<file path="src/hdl/smc_pkg.sv">
// Package with register map, field positions and timing constants of the standby controller
package smc_pkg;
	// Register byte addresses (word aligned)
	localparam logic [31:0] ADDR_WAIT_SEL   = 32'hFFFFF6C0;
	localparam logic [31:0] ADDR_PWR_CTRL   = 32'hFFFFF6C4;
	localparam logic [31:0] ADDR_PWR_MODE   = 32'hFFFFF6C8;
	localparam logic [31:0] ADDR_PROTECT    = 32'hFFFFF6CC;
	localparam logic [31:0] ADDR_STATUS     = 32'hFFFFF6D0;
	// Reset values
	localparam logic [7:0]  RST_WAIT_SEL    = 8'h01;
	localparam logic [7:0]  RST_PWR_CTRL    = 8'h00;
	localparam logic [7:0]  RST_PWR_MODE    = 8'h00;
	// Power save control fields
	localparam int          BIT_WDT2_DIS    = 7;
	localparam int          BIT_NMI_DIS     = 5;
	localparam int          BIT_MASK_DIS    = 4;
	localparam int          BIT_STANDBY     = 1;
	localparam logic [7:0]  PWR_CTRL_MASK   = 8'hB2;
	// Power save mode field
	localparam int          BIT_DEEP        = 0;
	localparam logic [7:0]  PWR_MODE_MASK   = 8'h01;
	// Wait select field
	localparam logic [7:0]  WAIT_SEL_MASK   = 8'h07;
	// Protect unlock key, value arbitrary
	localparam logic [7:0]  PROTECT_KEY     = 8'hA5;
	// Wait exponents
	localparam int          WAIT_EXP_MIN    = 13;
	localparam int          WAIT_EXP_BASE   = 14;
	localparam int          WAIT_EXP_MAX    = 21;
	// Controller states
	typedef enum logic [2:0]
	{
		ST_RUN    = 3'b000,
		ST_HALT   = 3'b001,
		ST_IDLE   = 3'b010,
		ST_STOP   = 3'b011,
		ST_OSC    = 3'b100,
		ST_SETTLE = 3'b101
	} smc_state_t;
endpackage : smc_pkg

</file>
<file path="src/hdl/smc_wait_counter.sv">
// Oscillation stabilization counter on the main clock
`timescale 1ns/1ps
module smc_wait_counter #(
	parameter int WIDTH = 22
) (
	// Clock and reset
	input  wire logic             clk_i,
	input  wire logic             rst_i,
	// Control
	input  wire logic             start_i,
	input  wire logic [2:0]       sel_i,
	// Result
	output logic                  done_o
);
	logic [WIDTH-1:0] count_reg;
	logic             run_reg;
	logic [4:0]       exp_sel;

	initial
	begin
		if (WIDTH < smc_pkg::WAIT_EXP_MAX + 1)
			$error("smc_wait_counter: WIDTH too small");
	end

	// Code 0 is 2^13, others 2^(14+code)
	always_comb
	begin
		if (sel_i == 3'h0)
			exp_sel = 5'(smc_pkg::WAIT_EXP_MIN);
		else
			exp_sel = 5'(smc_pkg::WAIT_EXP_BASE) + 5'(sel_i);
	end

	// Count main clock periods until the power of two is reached
	always_ff @(posedge clk_i)
	begin
		if (rst_i)
		begin
			count_reg <= '0;
			run_reg   <= 1'b0;
			done_o    <= 1'b0;
		end
		else if (start_i)
		begin
			count_reg <= '0;
			run_reg   <= 1'b1;
			done_o    <= 1'b0;
		end
		else if (run_reg)
		begin
			count_reg <= count_reg + 1'b1;
			if (count_reg[exp_sel] == 1'b0 && count_reg == (WIDTH'(1) << exp_sel) - WIDTH'(1))
			begin
				run_reg <= 1'b0;
				done_o  <= 1'b1;
			end
		end
		else
			done_o <= 1'b0;
	end
endmodule : smc_wait_counter

</file>
<file path="src/hdl/smc_standby_ctrl.sv">
// Standby mode controller with Wishbone register slave
//
// The Wishbone interface to the registers was chosen for this implementation.
`timescale 1ns/1ps
// Function
// - Power save control written only right after the protect key write.
// - Power save control is 8 bits, resets to zero.
// - Bits 7, 5, 4 disable wake by watchdog2, pin NMI, maskable requests.
// - Bit 1 requests standby in the mode chosen by mode select.
// - Mode select acts only while the standby request is set.
// - Power save mode register is 8 bits, resets to zero.
// - Three-bit code picks 2^13 or 2^15..2^21 main clock wait.
// - Wait select register is byte access, resets to 01.
// - Wait count starts only once oscillation has started.
// - After reset the wait is 2^15 periods.
// - Wait is inserted even with an external main clock.
// - Halt gates only the CPU clock; peripherals keep running.
// - Halt with a pending unmasked request leaves at once.
// - Halt released by NMI, either watchdog, unmasked request, resets.
// - Lower priority request ends standby only, stays pending.
// - Higher priority or non-maskable request ends standby and is acknowledged.
// - NMI vectors; maskable vectors if enabled, else continues.
// - Mode select 0 plus standby request enters idle, peripherals stopped.
// - Leaving idle needs no stabilization wait.
// - Idle released by NMI, watchdog2 on subclock, pins, live peripherals, reset.
module smc_standby_ctrl (
	// Clock and reset
	input  wire logic        clk_i,
	input  wire logic        rst_i,
	// Wishbone slave
	input  wire logic        wb_cyc_i,
	input  wire logic        wb_stb_i,
	input  wire logic        wb_we_i,
	input  wire logic [31:0] wb_adr_i,
	input  wire logic [3:0]  wb_sel_i,
	input  wire logic [31:0] wb_dat_i,
	output logic [31:0]      wb_dat_o,
	output logic             wb_ack_o,
	output logic             wb_err_o,
	// CPU core
	input  wire logic        halt_exec_i,
	input  wire logic        in_service_i,
	input  wire logic [3:0]  service_level_i,
	input  wire logic        int_enabled_i,
	output logic             cpu_clk_en_o,
	output logic             periph_clk_en_o,
	output logic             osc_en_o,
	output logic             wake_o,
	output logic             wake_vector_o,
	// Interrupt controller
	input  wire logic        pin_nmi_i,
	input  wire logic        watchdog1_interrupt_i,
	input  wire logic        watchdog2_interrupt_i,
	input  wire logic        on_subclock_i,
	input  wire logic        mask_req_i,
	input  wire logic [3:0]  mask_req_level_i,
	input  wire logic        ext_pin_req_i,
	input  wire logic        idle_live_req_i,
	output logic             ack_req_o,
	// Reset sources and oscillator
	input  wire logic        pin_reset_i,
	input  wire logic        watchdog1_reset_i,
	input  wire logic        watchdog2_reset_i,
	input  wire logic        osc_started_i,
	output logic             sys_reset_o
);
	logic [7:0]             wait_sel_reg;
	logic [7:0]             pwr_ctrl_reg;
	logic [7:0]             pwr_mode_reg;
	logic                   unlock_reg;
	smc_pkg::smc_state_t    state_reg;
	logic                   wait_start;
	logic                   wait_done;
	logic                   wb_req;
	logic                   wb_wr_lane0;
	logic                   nmi_wake;
	logic                   wdt2_wake;
	logic                   mask_wake;
	logic                   halt_wake;
	logic                   idle_wake;
	logic                   any_reset;
	logic                   ack_next;

	// Address decode used by both read and write paths
	function automatic logic hit(input logic [31:0] adr, input logic [31:0] base);
		hit = (adr == base);
	endfunction : hit

	assign wb_req      = wb_cyc_i && wb_stb_i && !wb_ack_o && !wb_err_o;
	assign wb_wr_lane0 = wb_req && wb_we_i && wb_sel_i[0];
	assign any_reset   = pin_reset_i || watchdog1_reset_i || watchdog2_reset_i;

	// Wake qualifiers with disable bits applied
	assign nmi_wake  = pin_nmi_i && !pwr_ctrl_reg[smc_pkg::BIT_NMI_DIS];
	assign wdt2_wake = watchdog2_interrupt_i && !pwr_ctrl_reg[smc_pkg::BIT_WDT2_DIS];
	assign mask_wake = !pwr_ctrl_reg[smc_pkg::BIT_MASK_DIS];
	// Halt wakes on pending requests too, so a pending one exits at once
	assign halt_wake = nmi_wake || wdt2_wake || watchdog1_interrupt_i
		|| (mask_wake && mask_req_i);
	// Idle: only sources alive without the main peripheral clock
	assign idle_wake = nmi_wake || (wdt2_wake && on_subclock_i)
		|| (mask_wake && (ext_pin_req_i || idle_live_req_i));

	// Acknowledge only if outranking the routine in service
	always_comb
	begin
		ack_next = 1'b0;
		if (nmi_wake || wdt2_wake || watchdog1_interrupt_i)
			ack_next = 1'b1;
		else if (mask_req_i && int_enabled_i)
			ack_next = !in_service_i || (mask_req_level_i < service_level_i);
	end

	// Bus answer one cycle after the strobe; unmapped addresses get err
	always_ff @(posedge clk_i)
	begin
		if (rst_i)
		begin
			wb_ack_o <= 1'b0;
			wb_err_o <= 1'b0;
			wb_dat_o <= 32'h0000_0000;
		end
		else
		begin
			wb_ack_o <= 1'b0;
			wb_err_o <= 1'b0;
			if (wb_req)
			begin
				wb_dat_o <= 32'h0000_0000;
				if (hit(wb_adr_i, smc_pkg::ADDR_WAIT_SEL))
				begin
					wb_ack_o <= 1'b1;
					wb_dat_o <= {24'h000000, wait_sel_reg};
				end
				else if (hit(wb_adr_i, smc_pkg::ADDR_PWR_CTRL))
				begin
					wb_ack_o <= 1'b1;
					wb_dat_o <= {24'h000000, pwr_ctrl_reg};
				end
				else if (hit(wb_adr_i, smc_pkg::ADDR_PWR_MODE))
				begin
					wb_ack_o <= 1'b1;
					wb_dat_o <= {24'h000000, pwr_mode_reg};
				end
				else if (hit(wb_adr_i, smc_pkg::ADDR_PROTECT))
					wb_ack_o <= 1'b1;
				else if (hit(wb_adr_i, smc_pkg::ADDR_STATUS))
				begin
					wb_ack_o <= 1'b1;
					wb_dat_o <= {28'h0000000, unlock_reg, state_reg};
				end
				else
					wb_err_o <= 1'b1;
			end
		end
	end

	// Protect key arms exactly one following bus write
	always_ff @(posedge clk_i)
	begin
		if (rst_i)
			unlock_reg <= 1'b0;
		else if (wb_req && wb_we_i)
			unlock_reg <= hit(wb_adr_i, smc_pkg::ADDR_PROTECT) && wb_sel_i[0]
				&& wb_dat_i[7:0] == smc_pkg::PROTECT_KEY;
	end

	// Power save control; standby request cleared by hardware on wake
	always_ff @(posedge clk_i)
	begin
		if (rst_i)
			pwr_ctrl_reg <= smc_pkg::RST_PWR_CTRL;
		else if (state_reg == smc_pkg::ST_SETTLE
			|| (state_reg == smc_pkg::ST_IDLE && idle_wake))
			pwr_ctrl_reg[smc_pkg::BIT_STANDBY] <= 1'b0;
		else if (wb_wr_lane0 && unlock_reg && hit(wb_adr_i, smc_pkg::ADDR_PWR_CTRL))
			pwr_ctrl_reg <= wb_dat_i[7:0] & smc_pkg::PWR_CTRL_MASK;
	end

	// Power save mode select, written by a lane-0 byte write
	always_ff @(posedge clk_i)
	begin
		if (rst_i)
			pwr_mode_reg <= smc_pkg::RST_PWR_MODE;
		else if (wb_wr_lane0 && hit(wb_adr_i, smc_pkg::ADDR_PWR_MODE))
			pwr_mode_reg <= wb_dat_i[7:0] & smc_pkg::PWR_MODE_MASK;
	end

	// Wait select; only a full lane-0 byte write counts, upper bits read zero
	always_ff @(posedge clk_i)
	begin
		if (rst_i)
			wait_sel_reg <= smc_pkg::RST_WAIT_SEL;
		else if (any_reset)
			wait_sel_reg <= smc_pkg::RST_WAIT_SEL; // Reset exit uses the reset wait
		else if (wb_wr_lane0 && hit(wb_adr_i, smc_pkg::ADDR_WAIT_SEL))
			wait_sel_reg <= wb_dat_i[7:0] & smc_pkg::WAIT_SEL_MASK;
	end

	// Mode sequencer; resets restart through the wait like a stop exit
	always_ff @(posedge clk_i)
	begin
		if (rst_i)
			state_reg <= smc_pkg::ST_RUN;
		else if (any_reset)
			state_reg <= smc_pkg::ST_OSC;
		else
		begin
			unique case (state_reg)
				smc_pkg::ST_RUN:
				begin
					if (pwr_ctrl_reg[smc_pkg::BIT_STANDBY])
						state_reg <= pwr_mode_reg[smc_pkg::BIT_DEEP]
							? smc_pkg::ST_STOP : smc_pkg::ST_IDLE;
					else if (halt_exec_i)
						state_reg <= smc_pkg::ST_HALT;
				end
				smc_pkg::ST_HALT:
					if (halt_wake)
						state_reg <= smc_pkg::ST_RUN;
				smc_pkg::ST_IDLE:
					if (idle_wake)
						state_reg <= smc_pkg::ST_RUN;
				smc_pkg::ST_STOP:
					if (idle_wake)
						state_reg <= smc_pkg::ST_OSC;
				smc_pkg::ST_OSC:
					if (osc_started_i)
						state_reg <= smc_pkg::ST_SETTLE;
				smc_pkg::ST_SETTLE:
					if (wait_done)
						state_reg <= smc_pkg::ST_RUN;
				default:
					state_reg <= smc_pkg::ST_RUN;
			endcase
		end
	end

	assign wait_start = state_reg == smc_pkg::ST_OSC && osc_started_i && !any_reset;

	// Stabilization counter, started once the oscillator runs
	smc_wait_counter #(
		.WIDTH   (smc_pkg::WAIT_EXP_MAX + 1)
	) u_wait (
		.clk_i   (clk_i),
		.rst_i   (rst_i),
		.start_i (wait_start),
		.sel_i   (wait_sel_reg[2:0]),
		.done_o  (wait_done)
	);

	// Clock gates and wake indication, all registered
	always_ff @(posedge clk_i)
	begin
		if (rst_i)
		begin
			cpu_clk_en_o    <= 1'b1;
			periph_clk_en_o <= 1'b1;
			osc_en_o        <= 1'b1;
			sys_reset_o     <= 1'b1;
			wake_o          <= 1'b0;
			wake_vector_o   <= 1'b0;
			ack_req_o       <= 1'b0;
		end
		else
		begin
			// Halt keeps peripherals and oscillator, idle keeps oscillator
			cpu_clk_en_o    <= state_reg == smc_pkg::ST_RUN;
			periph_clk_en_o <= state_reg == smc_pkg::ST_RUN
				|| state_reg == smc_pkg::ST_HALT;
			osc_en_o        <= state_reg != smc_pkg::ST_STOP;
			sys_reset_o     <= any_reset;
			wake_o          <= 1'b0;
			wake_vector_o   <= 1'b0;
			ack_req_o       <= 1'b0;
			if ((state_reg == smc_pkg::ST_HALT && halt_wake && !any_reset)
				|| ((state_reg == smc_pkg::ST_IDLE || state_reg == smc_pkg::ST_STOP)
				&& idle_wake && !any_reset))
			begin
				wake_o        <= 1'b1;
				ack_req_o     <= ack_next;
				wake_vector_o <= ack_next;
			end
		end
	end
endmodule : smc_standby_ctrl

</file>
<file path="config.mk">
export PLATFORM = sky130hd
export DESIGN_NAME = smc_standby_ctrl
export DESIGN_NICKNAME = d
export VERILOG_FILES = /design/src/hdl/smc_pkg.sv /design/src/hdl/smc_wait_counter.sv /design/src/hdl/smc_standby_ctrl.sv
export SDC_FILE = /design/constraint.sdc
export NUM_CORES = 1
export LEC_CHECK = 0
export BUFFER_PORTS_ARGS = -buffer_cell sky130_fd_sc_hd__clkbuf_2
export CAP_MARGIN = 30
export CORE_ASPECT_RATIO = 0.75
export CORE_MARGIN = 4
export CORE_UTILIZATION = 49
export DETAILED_ROUTE_END_ITERATION = 8
export HOLD_SLACK_MARGIN = 0.08
export PLACE_DENSITY_LB_ADDON = 0.05
export SLEW_MARGIN = 20
export SYNTH_ARGS = -nofsm -noshare
export SYNTH_HDL_FRONTEND = slang
export SYNTH_SLANG_ARGS = --single-unit
</file>
<file path="constraint.sdc">
create_clock -name clk_i -period 3.2 [get_ports clk_i]
set_input_delay 0.48 -clock clk_i [delete_from_list [all_inputs] [get_ports clk_i]]
set_output_delay 0.48 -clock clk_i [all_outputs]
set_load 0.02 [all_outputs]
</file>
==> results of run 1 <==
synth_stat cells (11+ instances only):
master	count
a21oi_1	15
buf_4	26
clkbuf_1	25
dfxtp_1	51
inv_1	13
mux2i_1	11
nand2_1	27
nand2b_1	14
nand3_1	11
nand4_1	14
nor2_1	52
nor3_1	12
o21ai_0	17
or3_1	13
xor2_1	17
metrics by stage:
step	setup slack, ps	cell area (um^2)	hold slack, ps	std cells	total power [mW]
3_5_place_dp	543	3810	456	582	0.804
6_report	523	3920	427	589	1.22
2_1_floorplan	794	3560	463	463	0.769
3_3_place_gp	591	3810	454	582	0.801
4_1_cts	526	3920	416	589	1.24
5_1_grt	391	3920	435	589	1.27
logic make-up (layout without fill, tap and decap cells):
family,Yosys count,count (layout),share of synthesized area [%]
buffers and inverters,68,110,10.4
muxes,13,13,3.83
AOI/OAI and AO/OA,83,83,17.5
adders and majority gates,7,7,2.53
other,2,27,0.217
xor gates and xnor gates,26,26,6.57
DFF,51,51,29.5
and+or+nand+nor,188,188,29.5
power by group through the flow:
stage | Clock, mW | Sequential (mW) | Combinational (mW)
3_3_place_gp | 0 | 0.658 | 0.143
3_5_place_dp | 0 | 0.658 | 0.145
4_1_cts | 0.451 | 0.643 | 0.146
5_1_grt | 0.468 | 0.644 | 0.162
2_1_floorplan | 0 | 0.658 | 0.111
6_report | 0.435 | 0.643 | 0.147
layout make-up:
type | count | area (um^2) | share of cell area (%)
Multi-Input combinational cell | 344 | 2180 | 55.5
Timing Repair Buffer | 89 | 460 | 11.8
Clock inverter | 1 | 30.0 | 0.767
Sequential cell | 51 | 1020 | 26.1
Clock buffer | 6 | 72.6 | 1.85
Inverter | 14 | 52.6 | 1.34
Tap cell | 84 | 105 | 2.68
placed cells by master, fill, tap and decap left out, types with 9 or more instances in the layout:
cell type | synthesis | routed
nand4_1 | 14 | 14
clkbuf_2 | 0 | 83
nand2b_1 | 14 | 14
conb_1 | 2 | 27
dfxtp_1 | 51 | 51
nand3_1 | 11 | 11
a21oi_1 | 15 | 15
o21ai_0 | 17 | 17
or3_1 | 13 | 13
nand2_1 | 27 | 27
xor2_1 | 17 | 17
nor2_1 | 52 | 52
mux2i_1 | 11 | 11
nor3_1 | 12 | 12
inv_1 | 13 | 13
xnor2_1 | 9 | 9
how the worst min path moves through the flow:
stage / start / endpoint / slack [ps] / cells after the start
6_report: wb_dat_i[5] / pwr_ctrl_reg[5]$_SDFFE_PP0P_ / 430 / 3
5_1_grt: int_enabled_i / ack_req_o$_SDFF_PP0_ / 430 / 3
4_1_cts: wb_dat_i[5] / pwr_ctrl_reg[5]$_SDFFE_PP0P_ / 420 / 3
3_5_place_dp: wb_dat_o[0]$_SDFFE_PP0P_ / wb_dat_o[0]$_SDFFE_PP0P_ / 460 / 2
3_3_place_gp: wb_dat_o[0]$_SDFFE_PP0P_ / wb_dat_o[0]$_SDFFE_PP0P_ / 450 / 2
2_1_floorplan: unlock_reg$_SDFFE_PP0P_ / unlock_reg$_SDFFE_PP0P_ / 460 / 2
worst min-delay path: cells and delay by family:
family / cells / cell delay, ps
muxes: 1 / 60
and+or+nand+nor: 1 / 70
buffers and inverters: 1 / 90
routing by layer:
layer / up-vias / part of all wire, %
met5: - / 0
met4: 0 / 0.61
met3: 5 / 7.5
met1: 1475 / 49
li1: 1640 / -
met2: 105 / 43
==> impl_metrics.py, run 1 <==
metrics = {
    "worst_setup_path": {
        "worst_path_largest_cell_delay_ps": 620,
        "crit_path_frequent_cell": "or3_1",
        "crit_required_ps": 3400,
        "cp.arrival_ps": 2870,
        "crit_slowest_cell": "ha_1",
        "path_delay_family": "compound AO/OA/AOI/OAI gates",
        "crit_start": "wait_sel_reg[1]$_SDFFE_PP0P_",
        "r2r_cells": 8,
        "r2r_slack_ps": 520,
        "rr_startpoint": "wait_sel_reg[1]$_SDFFE_PP0P_",
        "worstPathCellList": "inv_2, ha_1, inv_1, or3_1, or3_1, a31o_1, o32a_1, o31a_1",
        "r2r_end": "u_wait.run_reg$_SDFF_PP0_",
        "worstPathMaxFanout": 17,
        "cp-end-kind": "register",
        "worstSetupEndpoint": "u_wait.run_reg$_SDFF_PP0_",
        "start_kind": "register",
        "path_class": "reg -> reg",
        "crit_cells": 8,
        "cp_num_buf_inv": 2,
    },
    "flow_run": {
        "drv_cap": 0,
    },
    "die": {
        "coreArea_um2": 6830,
        "floorplan.rows": 26,
        "die_w_um": 105,
        "fp.dieH_um": 80.8,
        "pin_count": 136,
        "start_util_pct": 50.7,
        "die_area_um2": 8490,
    },
    "power_and_ir_drop": {
        "intPower_mw": 0.928,
        "seqPwrFrac_pct": 52.5,
        "comb_power_share_pct": 12.0,
        "p_clk_share_pct": 35.5,
        "leakage_nw": 1.62,
        "power_density_nw_per_um2": 313,
        "p_sw_share_pct": 24.2,
        "p_sw_mw": 0.296,
        "max-vdd-ir-drop_mv": 0.222,
    },
    "synth": {
        "yosysSeqAreaShare_pct": 29.5,
        "syn-mean-instance-area_um2": 7.91,
        "synth_area_um2": 3460,
        "yosysWarnings": 0,
        "yosys.area.top_type": "dfxtp_1",
        "synth_top_area_share_pct": 29.5,
        "ys_ff_latch": 51,
        "synth_area_leaders": "dfxtp_1, buf_4, nor2_1",
        "ys_async_sr_fraction_pct": 0,
        "synth-main-ff-cell": "dfxtp_1",
        "synth_edf_count": 0,
        "ys_types": 72,
        "syn_inst": 438,
    },
    "timing": {
        "setup_violations": 0,
        "fin_crit_ps": 2680,
        "final.setup_skew_ps": 8.31,
        "tightest_slew_ps": 803,
        "maxSlewHeadroom_pct": 46.4,
        "drv_slew": 0,
        "fin_crit_sh_pct": 83.6,
        "setup_tns_ps": 0,
        "fmax_mhz": 374,
        "rsz0062_at_grt": "no",
        "final-hold-violation-count": 0,
    },
    "clocking": {
        "clkSlewWorstSetupHoldPaths_ps": 90,
        "cts_tree": "yes",
        "cts_buffers": 5,
        "max-clock-path-buffers": 2,
        "cts_max_level": 2,
        "cts_setup_buffers": 0,
        "clkLatencyLatePin_ps": 300,
        "cts.sinks": 51,
        "post_cts_resized": 0,
        "cts_root_buf": "clkbuf_8",
        "hold_buffers": 0,
    },
    "routing": {
        "first_pass_iters": 4,
        "wl_per_cell_um": 14.8,
        "drt-initial-drc-count": 163,
        "route.vias.total": 3225,
        "detail-route-antenna-nets": 0,
        "drc": 0,
        "wl_mm": 8.73,
        "viasPerCell": 5.48,
    },
    "placed_design": {
        "gp_congestion": 0.860,
        "dpl.hpwl_mm": 6.69,
        "portBuffers": 83,
    },
    "global_routing": {
        "met3_usage_pct": 3.89,
        "grt_max_degree": 26,
        "grt_pass1_vias": 3006,
        "grt_pass1_wl_mm": 14.4,
        "overflow": 0,
        "track_usage_pct": 20.7,
        "grt_use_met1_pct": 28.7,
        "grt_use_met2_pct": 34.3,
        "grt.busiest_layer": "met2",
        "antenna_found_initial": 0,
    },
    "final_layout": {
        "fin_util_pct": 57.3,
        "nFillCells": 668,
        "layout.nets": 607,
        "area_growth_pct": 13.1,
        "drive_gt1_share_pct": 22.2,
        "largest_register_ffs": 22,
        "insertedDiodeCount": 0,
    },
    "worst_hold_path": {
        "hold_class": "in -> reg",
    },
    "status": {
        "status": "complete, no violations",
    },
}
Power figures use the tool's default switching activity.
==> run 2: changes to the inputs <==
- clock period: 3.2 -> 2.7 ns (I/O delays scaled with it)
==> run 2 against run 1 <==
Effect of this change:
- largest cell class unchanged
- critical endpoint unchanged
- flip-flop and latch count stayed put
- core utilization is 0.44 points higher
- sequential power is 19% higher
- register-to-register slack got worse by 290 ps
- routed wire length increased by 2.2%
- clock-buffer cell count stayed put
- sequential share of layout area down 0.20 points
- maximum frequency up 8.6%
- final area is 0.77% higher
- setup slack worse by 290 ps
- via count is 1.5% higher
- critical path depth unchanged
==> impl_metrics.py, run 2 (synthesis results as in run 1) <==
metrics = {
    "global_routing": {
        "grt_pass1_wl_mm": 14.6,
        "antenna_found_initial": 0,
        "grt_use_met1_pct": 30.8,
        "grt_pass1_vias": 2972,
        "met3_usage_pct": 4.29,
        "grt_max_degree": 26,
        "track_usage_pct": 21.2,
        "overflow": 0,
        "grt.busiest_layer": "met2",
        "grt_use_met2_pct": 31.9,
    },
    "die": {
        "pin_count": 136,
        "floorplan.rows": 26,
        "die_w_um": 105,
        "start_util_pct": 50.7,
        "coreArea_um2": 6830,
        "die_area_um2": 8490,
        "fp.dieH_um": 80.8,
    },
    "final_layout": {
        "final_common_cell": "clkbuf_2",
        "area_growth_pct": 13.9,
        "final_cell_mix": "clkbuf_2, nor2_1, dfxtp_1",
        "final_area_um2": 3950,
        "insertedDiodeCount": 0,
        "instances_no_fill": 596,
        "largest_register_ffs": 22,
        "fin_util_pct": 57.8,
        "layout.nets": 613,
        "drive_gt1_share_pct": 23.4,
    },
    "worst_setup_path": {
        "cp_num_buf_inv": 1,
        "rr_startpoint": "wait_sel_reg[2]$_SDFFE_PP0P_",
        "r2r_cells": 8,
        "path_delay_family": "compound AO/OA/AOI/OAI gates",
        "crit_required_ps": 2910,
        "start_kind": "register",
        "cp-end-kind": "register",
        "worstPathMaxFanout": 13,
        "crit_slowest_cell": "ha_2",
        "worst_path_largest_cell_delay_ps": 460,
        "cp.arrival_ps": 2670,
        "r2r_slack_ps": 240,
        "r2r_end": "u_wait.run_reg$_SDFF_PP0_",
        "path_class": "reg -> reg",
        "worstPathCellList": "inv_1, ha_2, nand2_1, a22o_1, or3_1, a221oi_2, nand4_1, o31a_1",
    },
    "clocking": {
        "cts_root_buf": "clkbuf_8",
        "cts_max_level": 2,
        "cts_setup_buffers": 0,
        "clkSlewWorstSetupHoldPaths_ps": 90,
        "cts_tree": "yes",
        "max-clock-path-buffers": 2,
        "clkLatencyLatePin_ps": 310,
        "cts_buffers": 5,
        "cts.sinks": 51,
    },
    "routing": {
        "route.vias.total": 3272,
        "wl_per_cell_um": 15.0,
        "wl_mm": 8.92,
        "detail-route-antenna-nets": 0,
        "drc": 0,
        "first_pass_iters": 5,
        "drt-initial-drc-count": 186,
        "viasPerCell": 5.49,
    },
    "power_and_ir_drop": {
        "leakage_nw": 1.64,
        "max-vdd-ir-drop_mv": 0.188,
        "finalPower_mw": 1.39,
        "power_density_nw_per_um2": 351,
    },
    "placed_design": {
        "place_inst": 588,
        "gp_congestion": 0.882,
        "portBuffers": 83,
        "post_dp_cell_area_um2": 3860,
        "dpl.hpwl_mm": 6.91,
        "pre_cts_ws_ps": 194,
    },
    "timing": {
        "fin_crit_sh_pct": 91.2,
        "hold-worst-slack_ps": 344,
        "setup_violations": 0,
        "rsz0062_at_grt": "no",
        "final-hold-violation-count": 0,
        "maxSlewHeadroom_pct": 64.1,
        "fin_crit_ps": 2460,
        "drv_slew": 0,
        "fin_ws_ps": 236,
        "fmax_mhz": 406,
        "final.setup_skew_ps": 5.67,
        "tightest_slew_ps": 533,
        "setup_tns_ps": 0,
    },
    "worst_hold_path": {
        "whs_endpoint": "unlock_reg$_SDFFE_PP0P_",
        "hold_class": "in -> reg",
        "whs_path_depth": 3,
        "hold_path_startpoint": "wb_dat_i[7]",
    },
    "flow_run": {
        "drv_cap": 0,
    },
    "status": {
        "status": "complete, no violations",
    },
}
-- run 2: worst reg2reg max path, stage by stage (launching register included) --
cell and delay (ps):
dfxtp_1 330, inv_1 80, ha_2 460, nand2_1 170, a22o_1 280, or3_1 370
a221oi_2 250, nand4_1 170, o31a_1 260
-- run 2: power breakdown --
group | leakage (nW) | switching [mW] | total, mW | internal [mW]
registers | 0.412 | 0.00679 | 0.763 | 0.756
clock network | 0.0412 | 0.265 | 0.447 | 0.182
logic | 1.19 | 0.103 | 0.176 | 0.0728
-- run 2: cell type report --
cell class | count | area (um^2)
tap | 84 | 105
sequential | 51 | 1020
clock inverter | 2 | 12.5
timing repair buffer | 95 | 505
multi-input combinational | 344 | 2180
inverter | 14 | 52.6
fill | 649 | 2880
clock buffer | 6 | 72.6
-- run 2: what timing repair did --
action                     4_1_cts  5_1_grt
hold buffers                     0        0
resized for setup                0        1
setup endpoints to repair        0        2
-- run 2: worst max-delay path by stage --
stage | start | slack [ps] | end | cells after the start
floorplan | wait_sel_reg[1]$_SDFFE_PP0P_ | 290 | u_wait.run_reg$_SDFF_PP0_ | 9
global placement | wait_sel_reg[2]$_SDFFE_PP0P_ | 230 | u_wait.run_reg$_SDFF_PP0_ | 8
detailed placement | wait_sel_reg[2]$_SDFFE_PP0P_ | 190 | u_wait.run_reg$_SDFF_PP0_ | 8
CTS | wait_sel_reg[2]$_SDFFE_PP0P_ | 170 | u_wait.run_reg$_SDFF_PP0_ | 8
global route | wait_sel_reg[2]$_SDFFE_PP0P_ | 30 | u_wait.run_reg$_SDFF_PP0_ | 8
finish | wait_sel_reg[2]$_SDFFE_PP0P_ | 240 | u_wait.run_reg$_SDFF_PP0_ | 8
-- run 2: layer usage --
metal  up-vias  part of all wire (%)
met2       115                    43
met4         0                   1.1
met5         -                     0
li1       1654                     -
met1      1491                    49
met3        12                   6.9
